===== src/sdpsc_pkg.sv =====
// package of constants and types for the shutdown and pin state control block
package sdpsc_pkg;

  // ****************************************
  // timing
  // ****************************************
  localparam int unsigned CLK_HZ            = 100_000_000;
  localparam int unsigned SLOW_CLK_HZ       = 32768;
  // slow clock stable within this many slow cycles after release
  localparam int unsigned SLOW_SETTLE_CYC   = 64;
  // power-up done indication, longest time in ms
  localparam int unsigned READY_MAX_MS      = 100;
  localparam int unsigned READY_MAX_CYC     = READY_MAX_MS * (CLK_HZ / 1000);
  // least shutdown low time expected from the host, in ms
  localparam int unsigned SHUT_MIN_MS       = 5;
  localparam int unsigned SHUT_MIN_CYC      = SHUT_MIN_MS * (CLK_HZ / 1000);
  localparam int unsigned CNT_W             = 24;

  // ****************************************
  // pin indices and pull encoding
  // ****************************************
  localparam int unsigned NUM_PINS  = 9;
  localparam int unsigned PIN_RX    = 0;
  localparam int unsigned PIN_TX    = 1;
  localparam int unsigned PIN_RTS   = 2;
  localparam int unsigned PIN_CTS   = 3;
  localparam int unsigned PIN_ACLK  = 4;
  localparam int unsigned PIN_AFS   = 5;
  localparam int unsigned PIN_AIN   = 6;
  localparam int unsigned PIN_AOUT  = 7;
  localparam int unsigned PIN_DBG   = 8;

  // pull_up mask: rx tx rts cts dbg; the audio pins pull down
  localparam logic [8:0] PULL_UP_MASK   = 9'h10F;
  localparam logic [8:0] PULL_DOWN_MASK = 9'h0F0;
  // active mode drivers: tx, rts, debug transmit
  localparam logic [8:0] ACTIVE_OE_MASK = 9'h106;
  // active mode pulls: rx cts pull up, audio pins pull down, drivers none
  localparam logic [8:0] ACTIVE_PU_MASK = 9'h009;
  localparam logic [8:0] ACTIVE_PD_MASK = 9'h0F0;

  typedef enum {
    SDPSC_SHUTDOWN,
    SDPSC_SYNC,
    SDPSC_SETTLE,
    SDPSC_ACTIVE
  } sdpsc_mode_e;

  // drive and pull control for all managed pins
  typedef struct packed {
    logic [8:0] out;
    logic [8:0] oe;
    logic [8:0] pull_up;
    logic [8:0] pull_down;
  } sdpsc_pins_s;

endpackage


===== src/sdpsc_slow_sync.sv =====
// slow clock synchroniser and rising edge enable
`timescale 1ns/100ps
module sdpsc_slow_sync
  import sdpsc_pkg::*;
(
  // clock and reset
  input  wire logic clk,
  input  wire logic rstn,
  // slow clock sample
  input  wire logic slow_clk_in,
  // one-cycle enable per slow clock rising edge
  output logic      slow_tick
);

  logic meta;
  logic sync;
  logic sync_d;

  // two flop synchroniser then edge detect on the second stage
  always_ff @(posedge clk) begin
    if (!rstn) begin
      meta      <= 1'b0;
      sync      <= 1'b0;
      sync_d    <= 1'b0;
      slow_tick <= 1'b0;
    end else begin
      meta      <= slow_clk_in;
      sync      <= meta;
      sync_d    <= sync;
      slow_tick <= sync & ~sync_d;
    end
  end

endmodule


===== src/sdpsc_top.sv =====
// shutdown sequencing and power-mode pin state control
//
// Function
// - shutdown low keeps device reset, low power
// - pins hi-z with pulls during shutdown, power-up
// - both supplies: shutdown asserted off, released active
// - shutdown: host pins pull up, audio down
// - active: tx rts high outputs, inputs pulled
// - undriven shutdown pin reads as shutdown
// - ready-to-send low within 100 ms after release
//
// shutdown wins from every mode within one clock
// release waits for a synchronised slow clock edge, then the settle count
// a late slow clock only delays start-up, the core never runs half-reset
// the host's minimum low time is not measured
// a forbidden supply combination is flagged, not acted on
// the ready watchdog only raises a flag
`timescale 1ns/100ps
module sdpsc_top
  import sdpsc_pkg::*;
(
  // clock and reset
  input  wire logic  clk,
  input  wire logic  rstn,
  // shutdown pin, sampled with its pull-down resolved
  input  wire logic  shutdown_request_low,
  input  wire logic  shutdown_pin_driven,
  // supply presence
  input  wire logic  core_supply_ok,
  input  wire logic  io_supply_ok,
  // slow clock pin
  input  wire logic  slow_clk_in,
  // core side
  input  wire logic  core_ready,
  input  wire logic  core_tx_data,
  input  wire logic  core_rts_busy,
  input  wire logic  core_dbg_data,
  input  wire logic  core_audio_out_en,
  input  wire logic  core_audio_out,
  // state to core
  output logic       core_reset_low,
  output logic       low_power,
  output logic       slow_clk_valid,
  output logic       illegal_supply,
  output logic       ready_late,
  output sdpsc_pins_s pins
);

  // power mode and its next value
  sdpsc_mode_e mode;
  sdpsc_mode_e next_mode;
  // shutdown as seen through the pin's pull-down
  logic        shut_eff;
  // one pulse per synchronised slow clock rising edge
  logic        slow_tick;
  // slow clock cycles counted while settling
  logic [6:0]  slow_cnt;
  // clock cycles since release, for the ready watchdog
  logic [CNT_W-1:0] ready_cnt;
  logic        release_seen;

  // internal pull-down: an undriven pin counts as shutdown
  assign shut_eff = ~shutdown_pin_driven | ~shutdown_request_low;

  // ****************************************
  // mode and pin decode
  // ****************************************
  // the one mode where the core runs and pins take their active setup
  function automatic logic mode_active(input sdpsc_mode_e m);
    return (m == SDPSC_ACTIVE);
  endfunction

  // the mode that draws the least power and holds the core in reset
  function automatic logic mode_shutdown(input sdpsc_mode_e m);
    return (m == SDPSC_SHUTDOWN);
  endfunction

  // tri-stated pins with their shutdown pulls on, for reset and all modes but active
  function automatic sdpsc_pins_s idle_pins();
    sdpsc_pins_s p;
    p.out       = 9'h000;
    p.oe        = 9'h000;
    p.pull_up   = PULL_UP_MASK;
    p.pull_down = PULL_DOWN_MASK;
    return p;
  endfunction

  // ****************************************
  // slow clock edge enable
  // ****************************************
  sdpsc_slow_sync u_slow_sync (
    .clk         (clk),
    .rstn        (rstn),
    .slow_clk_in (slow_clk_in),
    .slow_tick   (slow_tick)
  );

  // ****************************************
  // power mode sequencing
  // ****************************************
  // next mode from shutdown pin, slow clock ticks and settle count
  always_comb begin
    next_mode = mode;
    unique case (mode)
      SDPSC_SHUTDOWN: begin
        if (!shut_eff) begin
          next_mode = SDPSC_SYNC;
        end
      end
      SDPSC_SYNC: begin
        if (slow_tick) begin
          next_mode = SDPSC_SETTLE;
        end
      end
      SDPSC_SETTLE: begin
        if (slow_tick && slow_cnt == 7'(SLOW_SETTLE_CYC - 1)) begin
          next_mode = SDPSC_ACTIVE;
        end
      end
      SDPSC_ACTIVE: begin
        next_mode = SDPSC_ACTIVE;
      end
    endcase
    if (shut_eff) begin
      next_mode = SDPSC_SHUTDOWN;
    end
  end

  // mode register
  always_ff @(posedge clk) begin
    if (!rstn) begin
      mode <= SDPSC_SHUTDOWN;
    end else begin
      mode <= next_mode;
    end
  end

  // slow cycles counted since the synchronised release
  // cleared outside settle, so each release counts from zero
  always_ff @(posedge clk) begin
    if (!rstn || mode != SDPSC_SETTLE) begin
      slow_cnt <= 7'h00;
    end else if (slow_tick) begin
      slow_cnt <= slow_cnt + 7'h01;
    end
  end

  // ****************************************
  // core reset and status
  // ****************************************
  // core held in reset until the slow clock has settled
  always_ff @(posedge clk) begin
    if (!rstn) begin
      core_reset_low <= 1'b0;
      low_power      <= 1'b1;
      slow_clk_valid <= 1'b0;
    end else begin
      core_reset_low <= mode_active(next_mode);
      low_power      <= mode_shutdown(next_mode);
      slow_clk_valid <= mode_active(next_mode);
    end
  end

  // released shutdown without both supplies is a forbidden combination
  // a level, it drops as soon as the combination is legal again
  always_ff @(posedge clk) begin
    if (!rstn) begin
      illegal_supply <= 1'b0;
    end else begin
      illegal_supply <= ~shut_eff & ~(core_supply_ok & io_supply_ok);
    end
  end

  // watchdog on the power-up done indication
  // the count freezes once the core is ready in active mode
  always_ff @(posedge clk) begin
    if (!rstn || shut_eff) begin
      ready_cnt    <= '0;
      release_seen <= 1'b0;
      ready_late   <= 1'b0;
    end else begin
      release_seen <= 1'b1;
      if (mode == SDPSC_ACTIVE && core_ready) begin
        ready_cnt <= ready_cnt;
      end else if (ready_cnt != CNT_W'(READY_MAX_CYC - 1)) begin
        ready_cnt <= ready_cnt + CNT_W'(1);
      end else begin
        ready_late <= release_seen;
      end
    end
  end

  // ****************************************
  // pin states
  // ****************************************
  // pins tri-stated with pulls until active, then active mode drive
  always_ff @(posedge clk) begin
    if (!rstn) begin
      pins <= idle_pins();
    end else if (!mode_active(next_mode)) begin
      pins <= idle_pins();
    end else begin
      pins.oe        <= ACTIVE_OE_MASK;
      pins.pull_up   <= ACTIVE_PU_MASK;
      pins.pull_down <= ACTIVE_PD_MASK;
      pins.out       <= 9'h000;
      pins.out[PIN_TX]  <= core_ready ? core_tx_data : 1'b1;
      // ready-to-send idles high, then follows core_rts_busy once the core reports power-up done
      pins.out[PIN_RTS] <= core_ready ? core_rts_busy : 1'b1;
      // debug transmit is a plain output with no pull
      pins.out[PIN_DBG] <= core_dbg_data;
      // audio data-out stays hi-z with its pull-down until the core reports power-up done and enables it
      if (core_ready && core_audio_out_en) begin
        pins.oe[PIN_AOUT]  <= 1'b1;
        pins.out[PIN_AOUT] <= core_audio_out;
      end
    end
  end

endmodule


===== config.mk =====
export PLATFORM = sky130hd
export DESIGN_NAME = sdpsc_top
export DESIGN_NICKNAME = d
export VERILOG_FILES = /design/src/sdpsc_pkg.sv /design/src/sdpsc_slow_sync.sv /design/src/sdpsc_top.sv
export SDC_FILE = /design/constraint.sdc
export NUM_CORES = 1
export LEC_CHECK = 0
export BUFFER_PORTS_ARGS = -buffer_cell sky130_fd_sc_hd__buf_2
export CELL_PAD_IN_SITES_DETAIL_PLACEMENT = 2
export CELL_PAD_IN_SITES_GLOBAL_PLACEMENT = 2
export CORE_ASPECT_RATIO = 1.25
export CORE_MARGIN = 4
export CORE_UTILIZATION = 36
export CTS_CLUSTER_SIZE = 20
export DETAILED_ROUTE_END_ITERATION = 8
export HOLD_SLACK_MARGIN = 0.02
export PLACE_DENSITY = 0.82
export REMOVE_ABC_BUFFERS = 1
export SYNTH_ARGS = -nofsm -noshare
export SYNTH_HDL_FRONTEND = slang
export SYNTH_SLANG_ARGS = --single-unit

===== constraint.sdc =====
create_clock -name clk -period 4.65 [get_ports clk]
set_input_delay 0.6975 -clock clk [delete_from_list [all_inputs] [get_ports clk]]
set_output_delay 0.6975 -clock clk [all_outputs]
set_load 0.01 [all_outputs]

# Word-level counts from Yosys, hierarchy flattened
# Index checks and enable logic that the tools add are counted.
dict set report op_classes {
  n_addsub 2
  eq_ne 8
  mux 9
  n_bitwise 11
  n_reduce_logical 12
}
# operator n
set ops {}
lappend ops {{$pmux 32 s4} 1}
lappend ops {{$mux 32} 3}
lappend ops {{$eq 32x2->1 const B} 2}
lappend ops {{$eq 32x3->1 const B} 2}
lappend ops {{$logic_not 32->1} 2}
lappend ops {{$eq 32x1->1 const B} 1}
lappend ops {{$ne 32x3->1 const B} 1}
lappend ops {{$mux 27} 1}
lappend ops {{$add 24x1->24 const B} 1}
lappend ops {{$ne 24x24->1 const B} 1}
lappend ops {{$add 7x1->7 const B} 1}
lappend ops {{$eq 7x6->1 const B} 1}
lappend ops {{$not 1->1} 7}
lappend ops {{$reduce_and 2->1} 3}
lappend ops {{$mux 1} 4}
lappend ops {{$and 1x1->1} 3}
lappend ops {{$logic_and 1x1->1} 3}
lappend ops {{$reduce_and 3->1} 1}
lappend ops {{$logic_or 1x1->1} 2}
lappend ops {{$logic_not 1->1} 1}
lappend ops {{$or 1x1->1} 1}
dict set report totals {
  regBits 108
  inputBits 13
}

# Longest topological paths before layout
# Gate-level depths: netlist (run 1).
dict set report logic_depth {
  ltp_word 7
  ltp_mapped 7
}

# Hierarchy
# A second synthesis (run 1) with hierarchy kept.
dict set report hier_totals {
  hier_cells 321
  hier_area_um2 3096.7
}
# mod n_inst cells_each area_per_inst_um2
set modules_own_cells {}
lappend modules_own_cells {sdpsc_top 1 313 2985.4}
lappend modules_own_cells {sdpsc_slow_sync 1 8 111.4}

# Worst setup path before layout (run 1)
# Ideal clock, no wire load.
dict set report synth_path {
  path_type {input to register}
  startpoint {input core_ready}
  endpoint {register ready_cnt[19]}
  setup_time_ns 0.070
  arrival_time_ns 1.831
  t_required_ns 4.580
  setup_slack_ns 2.749
  path_stages 5
  path_cell_list {and3_1 > and3_1 > clkbuf_1 > or4_1 > a21oi_1}
}
dict set report synth_via {
  elab_chain_cells 3
}
# item line_no
set synth_lines {}
lappend synth_lines {{start, declared} sdpsc_top.sv:34} ;# input wire logic core_ready,
lappend synth_lines {{$logic_and 1x1->1} sdpsc_top.sv:183} ;# if (mode == SDPSC_ACTIVE && core_ready) begin
lappend synth_lines {{$not 1->1 (no source line)} n/a}
lappend synth_lines {{$reduce_and 2->1 (no source line)} n/a}
lappend synth_lines {{end signal, assigned} sdpsc_top.sv:184} ;# ready_cnt <= ready_cnt;
lappend synth_lines {{end signal, assigned} sdpsc_top.sv:186} ;# ready_cnt <= ready_cnt + CNT_W'(1);
lappend synth_lines {{end, declared} sdpsc_top.sv:59} ;# logic [CNT_W-1:0] ready_cnt;
# Every way passes these cells.
# A chain may end at the register's enable or synchronous reset.

# Worst setup path in the final report (run 1)
dict set report layout_path {
  startpoint {register mode[7]}
  endpoint {register ready_cnt[9]}
}
dict set report layout_via {
  elab_chain_cells 4
}
# item line_no
set layout_lines {}
lappend layout_lines {{start, declared} sdpsc_top.sv:50} ;# sdpsc_mode_e mode;
lappend layout_lines {{start signal, assigned} sdpsc_top.sv:134} ;# mode <= next_mode;
lappend layout_lines {{$eq 32x3->1} sdpsc_top.sv:183}
lappend layout_lines {{$logic_and 1x1->1} sdpsc_top.sv:183}
lappend layout_lines {{$not 1->1 (no source line)} n/a}
lappend layout_lines {{$reduce_and 2->1 (no source line)} n/a}
# Every way passes these cells.

==> key figures, run 1 <==
STA
  – Final setup skew: roughly 0.0083 ns
  – Setup_tns: 0 ns
  – Slew Viols, Final: 0
  – Fin crit share: 52.46%
  – Highest clock rate: between 400 and 500 MHz
  – Unrepaired setup endpoints after global routing: no
  – Hold WS: about 0.41 ns
  – Least-Margin Pin Slew: approximately 1.2 ns
  – Final Hold Fails: 0
  – Rel. slew slack: roughly a fifth
  – Post-route minimum period: 2.440 ns
  – # setup viols final: 0

Yosys
  – Simple logic cell fraction of the synthesized area: between 20% and 30%
  – Async SR Flop Fraction: 0%
  – Yosys warnings: 0
  – Cells after synthesis: between 300 and 400
  – Register bit total from synthesis: between 70 and 80
  – Netlist cell types: 42
  – Compound-gate portion of the synthesized area: 10.90%
  – Largest family of logic cells by synthesized area: simple AND/OR/NAND/NOR gates
  – Post-synth design cell area: approximately 0.0030 mm2
  – Register area share after synthesis: a little over half
  – Syn avg cell area: 9.662 um2
  – Mux contribution to synthesized area: 1.337%
  – Post-synthesis xor/xnor area fraction: ~1.5%
  – Ys flop type: dfxtp_1
  – Post-synth EDFFs: 0
  – Adder-Cell Fraction of Synth Area: less than 1%

Critical path
  – Critical path cell sequence: nor4_1 > and4_1 > and3_1 > o21ai_0 > a21oi_1
  – CP bufs+invs: 0
  – Reg2reg setup slack: 2.21 ns
  – CP max FO: 40
  – Worst R2R Start: mode[7]
  – Slowest stage cell on the critical path: and3_1
  – R2R depth: 5
  – Worst R2R End: ready_cnt[9]
  – CP startpoint kind: flop
  – Critical path's largest stage delay: around 0.99 ns
  – Crit path capture type: flop
  – CP delay by family, top: simple AND/OR/NAND/NOR gates
  – CP arrival: between 2 and 3 ns
  – Worst endpoint required time: around 4.9 ns
  – Crit Path Category: reg2reg

Floorplan
  – DIE WIDTH: between 80 and 90 um
  – IO Count: 54
  – Die height: 110.0 um
  – FP Rows: 36
  – Die area: just under 0.01 mm2
  – Core box area: 0.007973 mm2
  – Initial Util: 37.57%

Clock tree
  – Clk root buf: clkbuf_8
  – Worst-skew pair later-pin latency: roughly 0.35 ns
  – Num Clock Sinks: roughly 80
  – H-tree levels: 3
  – CTS tree: done
  – CTS clk-pin slew, worst paths: ~0.080 ns
  – Post-CTS Setup Bufs: 0
  – Post-cts sizing count: 0
  – Hold_buf cts: 0
  – CTS Buffer Depth: 2
  – Cts bufs inserted: 9

Detailed routing
  – Post-route ant nets: 0
  – Via density: between 5 and 6
  – Routed length per placed instance: approximately 15 um
  – Detailed Route Iter0 Violations: 85
  – Vias: ~2300
  – DR pass1 iterations: 4
  – DRC errors left: 0
  – Final wirelength: ~6900 um

Global routing
  – GRT Resource Usage Total: between 10% and 20%
  – Initial antenna violation count: 0
  – Vias in the first global route: about 2400
  – Largest net degree at the start of global routing: 41
  – First-pass GRT wire length: 11670 um
  – Residual overflow from global routing: 0

Worst hold path
  – HP Start: u_slow_sync.sync_d
  – Hold WC Path Type: reg2reg
  – Hold Path End: u_slow_sync.slow_tick
  – Hold path depth: 1

Cells and area
  – NumNets Final: between 300 and 400
  – Final Non-Filler Cells: 460
  – Antenna cells: 0
  – Layout cells sized above 1: approximately 14%
  – Filler instances: 902
  – Layout area overhead: 11.61%

Placement
  – IO buf count: 28
  – Post-DP HPWL: about 5000 um
  – Cell count after placement: roughly 440
  – Final Wtd Congestion: 0.7269

Pwr
  – Final total power: about 1.2 mW
  – Power Density: between 300 and 400 mW/mm2
  – Worst IR Drop VDD: 0.1409 mV
  – Leakage power: roughly 1.3 nW

Outcome
  – Status: complete, no violations

Flow run
  – Max cap viols: 0
cell usage in the layout, fill, tap and decap left out, drive strengths merged, types with 2 or more instances in the layout:
| cell | count |
|---|---|
| dfxtp | 78 |
| conb | 55 |
| buf | 29 |
| a21oi | 26 |
| nor2 | 15 |
| nand2 | 14 |
| nand3 | 14 |
| or4 | 13 |
| nor4 | 11 |
| o21ai | 11 |
| o31ai | 10 |
| clkbuf | 10 |
| nand4 | 9 |
| or3 | 8 |
| inv | 8 |
| and3 | 6 |
| and2 | 5 |
| clkinv | 5 |
| and4 | 4 |
| nand2b | 4 |
| mux2i | 4 |
| nor3 | 3 |
| xor2 | 3 |
| nand4b | 2 |
| xnor2 | 2 |
| o21a | 2 |
| o211ai | 2 |
| o2111ai | 2 |
| ha | 2 |
| nor4b | 2 |
worst max path at each step:
stage / slack, ns / cells past startpoint / from / endpoint
finish: 2.21 / 5 / mode[7] / ready_cnt[9]
detailed placement: 2.14 / 5 / core_ready / ready_cnt[17]
floorplan: 2.45 / 4 / rstn / pins[34]
global route: 1.86 / 5 / mode[7] / ready_cnt[9]
CTS: 2.14 / 5 / mode[7] / ready_cnt[14]
global placement: 2.21 / 5 / core_ready / ready_cnt[17]
cell usage after synthesis (all sizes together), types with 7 or more instances:
cell	number	area, um2
dfxtp	78	1562
buf	37	269.0
a21oi	26	133.9
nor2	15	56.30
nand2	14	52.55
nand3	14	75.07
or4	13	101.4
nor4	11	68.82
o21ai	11	55.05
o31ai	10	75.07
nand4	9	56.30
or3	8	51.30
inv	7	26.28
kinds of logic after synthesis:
logic type / Yosys count
adder cells (fa/ha/maj): 2
XOR/XNOR: 5
other: 2
AO/OA/AOI/OAI: 55
flip-flops: 78
AND/OR/NAND/NOR: 113
multiplexers: 4
buffers and inverters: 51
routing by layer:
layer	routed length, um	track usage [%]
met1	2856	18.61
met2	3689	26.57
met4	99	7.021
met5	0	0
met3	213	2.974
sequential cells by signal, indices dropped and copies added (netlist names):
register / count
mode: 32
ready_cnt: 24
pins: 7
slow_cnt: 7
illegal_supply: 1
low_power: 1
ready_late: 1
release_seen: 1
u_slow_sync.meta: 1
u_slow_sync.slow_tick: 1
u_slow_sync.sync: 1
u_slow_sync.sync_d: 1
report_power, final:
part           internal, mW  leakage [nW]  total (mW)  switching, mW
Combinational       0.00765         0.553      0.0290         0.0213
Sequential            0.684         0.641       0.690        0.00587
Clock                 0.206        0.0922       0.455          0.248
Total                 0.898          1.29        1.17          0.276
final cells by class:
cell class | count | area (um2) | share of cell area [%]
clock buffer | 10 | 137.6 | 4.117
inverter | 8 | 30.03 | 0.8982
sequential | 78 | 1562 | 46.71
multi-input combinational | 234 | 1311 | 39.22
clock inverter | 6 | 36.28 | 1.085
tap | 95 | 118.9 | 3.555
timing repair buffer | 29 | 147.6 | 4.416
worst register-to-register path: stages (launching register included):
cell	delay, ns
dfxtp_1	0.31
nor4_1	0.32
and4_1	0.32
and3_1	0.99
o21ai_0	0.24
a21oi_1	0.18
stage by stage:
stage / util (%) / setup WS, ns / cell area, um2
after detailed placement: 39.75 / 2.141 / 3169
after floorplan: - / 2.448 / 2903
after global routing: 41.93 / 1.858 / 3343
after CTS: 41.93 / 2.140 / 3343
after global placement: 39.75 / 2.205 / 3169
final: 41.93 / 2.210 / 3343
Note: power is estimated with default switching activity, not from simulation.
==> inputs of run 2 (changes only) <==
--- a/config.mk
+++ b/config.mk
@@ -5,16 +5,17 @@
 export SDC_FILE = /design/constraint.sdc
 export NUM_CORES = 1
 export LEC_CHECK = 0
+export ABC_AREA = 1
 export BUFFER_PORTS_ARGS = -buffer_cell sky130_fd_sc_hd__buf_2
 export CELL_PAD_IN_SITES_DETAIL_PLACEMENT = 2
 export CELL_PAD_IN_SITES_GLOBAL_PLACEMENT = 2
 export CORE_ASPECT_RATIO = 1.25
 export CORE_MARGIN = 4
-export CORE_UTILIZATION = 36
+export CORE_UTILIZATION = 29
 export CTS_CLUSTER_SIZE = 20
 export DETAILED_ROUTE_END_ITERATION = 8
 export HOLD_SLACK_MARGIN = 0.02
-export PLACE_DENSITY = 0.82
+export PLACE_DENSITY = 0.74
 export REMOVE_ABC_BUFFERS = 1
 export SYNTH_ARGS = -nofsm -noshare
 export SYNTH_HDL_FRONTEND = slang
==> constraint.sdc (replaced) <==
create_clock -name clk -period 2.2 [get_ports clk]
set_input_delay 0.33 -clock clk [delete_from_list [all_inputs] [get_ports clk]]
set_output_delay 0.33 -clock clk [all_outputs]
set_load 0.01 [all_outputs]
==> run 2 against run 1 <==
  * Via count up 22%
  * Sequential power is 110% higher
  * Synthesized area up 15%
  * Non-clock buffer count is 3 higher
  * Routed wire length increased by 23%
  * Combinational power grew to 2.6 times the previous value
  * First-iteration DRC count is 29% lower
  * Worst hold slack got worse by 0.24 ns
  * Die area increased by 39%
  * Setup slack got worse by 1.9 ns
  * Largest cell class is now multi-input combinational cells
  * Largest power group unchanged
==> key figures, run 2 <==
Global routing
  – Vias in the first global route: 3164
  – Residual overflow from global routing: 0
  – GRT Resource Usage Total: a little over an eighth
  – First-pass GRT wire length: between 10000 and 15000 um
  – Largest net degree at the start of global routing: 27
  – Initial antenna violation count: 0

Detailed routing
  – DR pass1 iterations: 4
  – DRC errors left: 0
  – Vias: 2814
  – Detailed Route Iter0 Violations: 60
  – Final wirelength: roughly 8500 um
  – Via density: ~4.3
  – Routed length per placed instance: 12.79 um
  – Post-route ant nets: 0

Cells and area
  – Most common cell after layout, fill and taps aside: nand2_1
  – Layout area overhead: 15.98%
  – Biggest regs: mode x32, ready_cnt x24
  – Max reg flops: 32
  – Most frequent cells in the layout: nand2_1, dfxtp_1, conb_1, nor2_1, inv_1
  – NumNets Final: 512
  – Layout cells sized above 1: around 16%
  – Antenna cells: 0
  – Biggest register: mode

Clock tree
  – Worst-skew pair later-pin latency: about 0.33 ns
  – Num Clock Sinks: 78
  – CTS tree: done
  – Post-CTS Setup Bufs: 0
  – Post-cts sizing count: 0
  – CTS Buffer Depth: 2
  – Hold_buf cts: 0
  – CTS clk-pin slew, worst paths: 0.06 ns
  – Clk root buf: clkbuf_16
  – H-tree levels: 3
  – Cts bufs inserted: 9

Floorplan
  – Initial Util: approximately 30%
  – Core box area: 0.01162 mm2
  – FP Rows: 44
  – IO Count: 54
  – Die height: between 100 and 150 um
  – DIE WIDTH: between 100 and 150 um
  – Die area: around 0.014 mm2

Yosys
  – Ys flop type: dfxtp_1
  – Simple logic cell fraction of the synthesized area: between 20% and 30%
  – Post-synth top cells: nand2_1, dfxtp_1, nor2_1
  – Register bit total from synthesis: 78
  – Area contributors post-synth: dfxtp_1, nand2_1, buf_4
  – Adder-Cell Fraction of Synth Area: less than 1%
  – Compound-gate portion of the synthesized area: about 4.5%
  – Post-synthesis xor/xnor area fraction: under 10%
  – Mux contribution to synthesized area: 0%
  – Register area share after synthesis: a little under half
  – Yosys warnings: 0
  – Synth top area share: roughly 45%
  – Synth area leader: dfxtp_1
  – Most frequent cell after synthesis: nand2_1
  – Cells after synthesis: 440
  – Post-synth design cell area: 0.003452 mm2
  – Post-synth EDFFs: 0
  – Syn avg cell area: between 7 and 8 um2
  – Async SR Flop Fraction: 0%
  – Netlist cell types: 33
  – Largest family of logic cells by synthesized area: simple AND/OR/NAND/NOR gates

Outcome
  – Status: complete, no violations

Pwr
  – Leakage power: approximately 1.7 nW
  – Power Density: roughly 720 mW/mm2
  – Worst IR Drop VDD: between 0.3 and 0.4 mV

Critical path
  – Worst R2R Start: ready_cnt[0]
  – Reg2reg setup slack: around 0.28 ns
  – Crit Path Category: reg2reg
  – Worst endpoint required time: 2.41 ns
  – Slowest stage cell on the critical path: dfxtp_1
  – CP max FO: 21
  – R2R depth: 8
  – CP startpoint kind: flop
  – Critical path cell sequence: ha_1 > nand3_1 > nor3_1 > nand3_2 > nand2_4 > inv_2 > o21ai_0 > a21oi_1
  – Worst R2R End: ready_cnt[7]
  – CP arrival: about 2.1 ns
  – Crit path capture type: flop
  – Critical path's largest stage delay: around 0.40 ns

STA
  – Highest clock rate: between 500 and 600 MHz
  – Post-route minimum period: ~1.9 ns
  – Slew Viols, Final: 0
  – Setup_tns: 0 ns
  – # setup viols final: 0
  – Final Hold Fails: 0
  – Hold WS: 0.1701 ns
  – Fin crit share: between 80% and 90%
  – Final setup skew: ~0.0076 ns
  – Unrepaired setup endpoints after global routing: no

Worst hold path
  – Hold path depth: 2
  – HP Start: io_supply_ok
  – Hold Path End: illegal_supply
  – Hold WC Path Type: in2reg

Flow run
  – Max cap viols: 0

Placement
  – Final Wtd Congestion: roughly 0.85
  – IO buf count: 28
  – Post-DP HPWL: 6701 um
[run 2: changes by cell type after synthesis, sizes merged, moves of 7 or more]
cell	delta
nor4	-7
inv	+41
or4	-13
nor2	+45
xor2	+14
or3	-8
o21ai	-7
nand2	+91
o31ai	-10
nor3	+9
[run 2: worst max-delay path, delay by kind of cell, from the launching register on]
| kind | cells | cell delay, ns |
|---|---|---|
| adder cells (fa/ha/maj) | 1 | 0.22 |
| AO/OA/AOI/OAI | 2 | 0.22 |
| flip-flops | 1 | 0.40 |
| AND/OR/NAND/NOR | 4 | 0.75 |
| buffers and inverters | 1 | 0.20 |
[run 2: per-layer routing]
metal / vias to the layer above / wire (um) / GRT usage [%] / share of wire (%)
met3: 12 / 162 / 2.177 / 1.9
met4: 0 / 190 / 6.631 / 2.2
met5: - / 0 / 0 / 0
met2: 24 / 4956 / 27.63 / 59
li1: 1400 / - / - / -
met1: 1378 / 3144 / 13.25 / 37
[run 2: worst max path at each step]
stage                         to    startpoint  cells after the start  slack, ns
floorplan           ready_cnt[7]  ready_cnt[0]                      8       0.58
detailed placement  ready_cnt[7]  ready_cnt[0]                      8       0.21
global route        ready_cnt[7]  ready_cnt[0]                      8       0.05
CTS                 ready_cnt[7]  ready_cnt[0]                      8       0.22
global placement    ready_cnt[7]  ready_cnt[0]                      8       0.41
finish              ready_cnt[7]  ready_cnt[0]                      8       0.28
[run 2: stage by stage]
step	worst slack (ns)	total power, mW	util [%]	std cells	instance area, um2
after floorplan	0.5826	1.540	-	454	3368
after global placement	0.4062	1.560	32.20	647	3740
after detailed placement	0.2128	1.566	32.20	647	3740
after CTS	0.2198	2.943	34.47	661	4004
after global routing	0.04682	3.024	34.47	661	4004
final	0.2803	2.873	34.47	661	4004
[run 2: cells by family after synthesis]
| family | count (synthesis) |
|---|---|
| AOI/OAI and AO/OA | 31 |
| xor gates and xnor gates | 23 |
| adders and majority gates | 2 |
| buffers and inverters | 88 |
| DFF | 78 |
| other | 2 |
| and+or+nand+nor | 216 |
[run 2: final cells by class]
cell class	instances	area [um2]
inverters	49	183.9
flip-flops and latches	78	1562
well taps	161	201.4
repair buffers	32	170.2
fillers	1382	7612
clock inverters	4	25.02
clock buffers	10	239.0
multi-input cells	327	1623
[run 2: power breakdown]
part	switching (mW)	total (mW)	internal, mW	leakage, nW
clock network	0.560	1.34	0.777	0.126
logic	0.0556	0.0758	0.0201	0.886
registers	0.0111	1.46	1.45	0.641
total	0.627	2.87	2.25	1.65
==> inputs of run 3 (changes only) <==
--- a/config.mk
+++ b/config.mk
@@ -5,17 +5,16 @@
 export SDC_FILE = /design/constraint.sdc
 export NUM_CORES = 1
 export LEC_CHECK = 0
-export ABC_AREA = 1
 export BUFFER_PORTS_ARGS = -buffer_cell sky130_fd_sc_hd__buf_2
 export CELL_PAD_IN_SITES_DETAIL_PLACEMENT = 2
 export CELL_PAD_IN_SITES_GLOBAL_PLACEMENT = 2
 export CORE_ASPECT_RATIO = 1.25
 export CORE_MARGIN = 4
-export CORE_UTILIZATION = 29
+export CORE_UTILIZATION = 30
 export CTS_CLUSTER_SIZE = 20
 export DETAILED_ROUTE_END_ITERATION = 8
 export HOLD_SLACK_MARGIN = 0.02
-export PLACE_DENSITY = 0.74
+export PLACE_DENSITY = 0.73
 export REMOVE_ABC_BUFFERS = 1
 export SYNTH_ARGS = -nofsm -noshare
 export SYNTH_HDL_FRONTEND = slang
==> run 3 against run 2 <==
  * Highest routed layer unchanged
  * Non-clock buffer count increased by 3
  * Critical path depth decreased by 2
  * Critical path type unchanged
  * Die area decreased by 15%
==> key figures, run 3 (same netlist as run 1, synthesis figures left out) <==
Critical path
  – CP max FO: 6
  – CP bufs+invs: 0
  – Worst R2R End: ready_cnt[16]
  – R2R depth: 6
  – CP arrival: approximately 2.3 ns
  – Crit Path Category: reg2reg
  – Worst R2R Start: ready_cnt[0]
  – Critical path cell sequence: ha_1 > nand4_1 > nor4_1 > o2111ai_1 > or3_1 > a21oi_1
  – Crit path capture type: flop
  – CP startpoint kind: flop
  – Critical path's largest stage delay: roughly 0.44 ns
  – Slowest stage cell on the critical path: nor4_1
  – Reg2reg setup slack: roughly 0.16 ns
  – CP delay by family, top: simple AND/OR/NAND/NOR gates
  – Worst endpoint required time: 2.46 ns
  – Crit. Startpoint: ready_cnt[0]

Global routing
  – Initial antenna violation count: 0
  – Largest net degree at the start of global routing: slightly above 40
  – Vias in the first global route: 2514
  – GRT Resource Usage Total: a little over an eighth
  – Residual overflow from global routing: 0
  – First-pass GRT wire length: around 12000 um

Cells and area
  – Biggest register: mode
  – Max reg flops: 32
  – NumNets Final: 381
  – Post-Layout Inst Area: roughly 0.0035 mm2
  – Layout cells sized above 1: ~15%
  – Layout area overhead: 18.42%
  – Antenna cells: 0
  – Most frequent cells in the layout: dfxtp_1, conb_1, buf_2, a21oi_1, nor2_1
  – Biggest regs: mode x32, ready_cnt x24
  – Most common cell after layout, fill and taps aside: dfxtp_1

STA
  – Rel. slew slack: between 60 and 70%
  – Slew Viols, Final: 0
  – Least-Margin Pin Slew: 0.5167 ns
  – Highest clock rate: around 500 MHz
  – Final Hold Fails: 0
  – Final setup skew: between 0.006 and 0.007 ns
  – Fin crit share: between 90% and 100%
  – Unrepaired setup endpoints after global routing: yes
  – Post-route minimum period: ~2.0 ns
  – Hold WS: about 0.17 ns
  – # setup viols final: 0

Floorplan
  – Die height: 119.7 um
  – FP Rows: 40
  – Initial Util: a little under a third
  – Die area: between 0.01 and 0.015 mm2
  – DIE WIDTH: roughly 97 um
  – Core box area: slightly below 0.01 mm2
  – IO Count: 54

Detailed routing
  – Final wirelength: around 7000 um
  – DRC errors left: 0
  – Routed length per placed instance: about 14 um
  – Vias: 2337
  – Post-route ant nets: 0
  – Via density: between 4 and 5
  – DR pass1 iterations: 4
  – Detailed Route Iter0 Violations: 70

Clock tree
  – CTS tree: done
  – Post-CTS Setup Bufs: 0
  – Cts bufs inserted: 9
  – Worst-skew pair later-pin latency: around 0.33 ns
  – Hold_buf cts: 0
  – CTS Buffer Depth: 2
  – Clk root buf: clkbuf_16
  – H-tree levels: 3
  – Num Clock Sinks: 78
  – Post-cts sizing count: 0
  – CTS clk-pin slew, worst paths: around 0.060 ns

Pwr
  – Leakage power: 1.361 nW
  – Worst IR Drop VDD: 0.4381 mV
  – Power Density: 812.6 mW/mm2
  – Final total power: 2.882 mW

Flow run
  – Max cap viols: 0

Worst hold path
  – Hold path depth: 2
  – Hold Path End: illegal_supply
  – Hold WC Path Type: in2reg
  – HP Start: io_supply_ok

Placement
  – Final Wtd Congestion: approximately 0.75
  – IO buf count: 28
  – Placed inst area: ~0.0033 mm2
  – Post-DP HPWL: between 5000 and 6000 um

Outcome
  – Status: complete, no violations
run 3: per-layer routing:
layer	GRT usage, %	part of all wire, %	vias to the layer above
met5	0	0	-
met4	4.675	1.7	0
met3	4.012	3.1	9
met2	23.89	55	23
met1	14.00	40	1160
li1	-	-	1145
run 3: metrics by stage:
| stage | cells | utilization, % | TNS, ns | setup WS [ns] |
|---|---|---|---|---|
| finish | 497 | 36.72 | 0 | 0.1634 |
| floorplan | 320 | - | 0 | 0.3270 |
| global placement | 481 | 33.81 | 0 | 0.2588 |
| CTS | 497 | 36.67 | 0 | 0.07617 |
| detailed placement | 481 | 33.81 | 0 | 0.1831 |
| global route | 497 | 36.72 | -0.008523 | -0.008523 |
run 3: worst max path at each step:
stage / to / slack [ns] / cells after the start
floorplan: ready_cnt[10] / 0.33 / 5
global placement: pins[34] / 0.26 / 7
detailed placement: ready_cnt[17] / 0.18 / 4
CTS: pins[34] / 0.08 / 7
global route: ready_cnt[14] / -0.009 / 6
finish: ready_cnt[16] / 0.16 / 6
run 3: power breakdown:
part,switching (mW),internal [mW]
Combinational,0.0463,0.0182
Sequential,0.0115,1.45
Clock,0.564,0.794
Total,0.622,2.26
run 3: layout make-up:
class,count,area [um2]
timing repair buffer,35,205.2
clock inverter,5,33.78
tap,126,157.7
sequential,78,1562
multi-input combinational,234,1316
fill,1099,6112
inverter,8,30.03
clock buffer,11,242.7
run 3: worst register-to-register path, stage by stage, from the launching register on:
cell       delay (ns)
dfxtp_1          0.37
ha_1             0.30
nand4_1          0.17
nor4_1           0.44
o2111ai_1        0.22
or3_1            0.34
a21oi_1          0.14
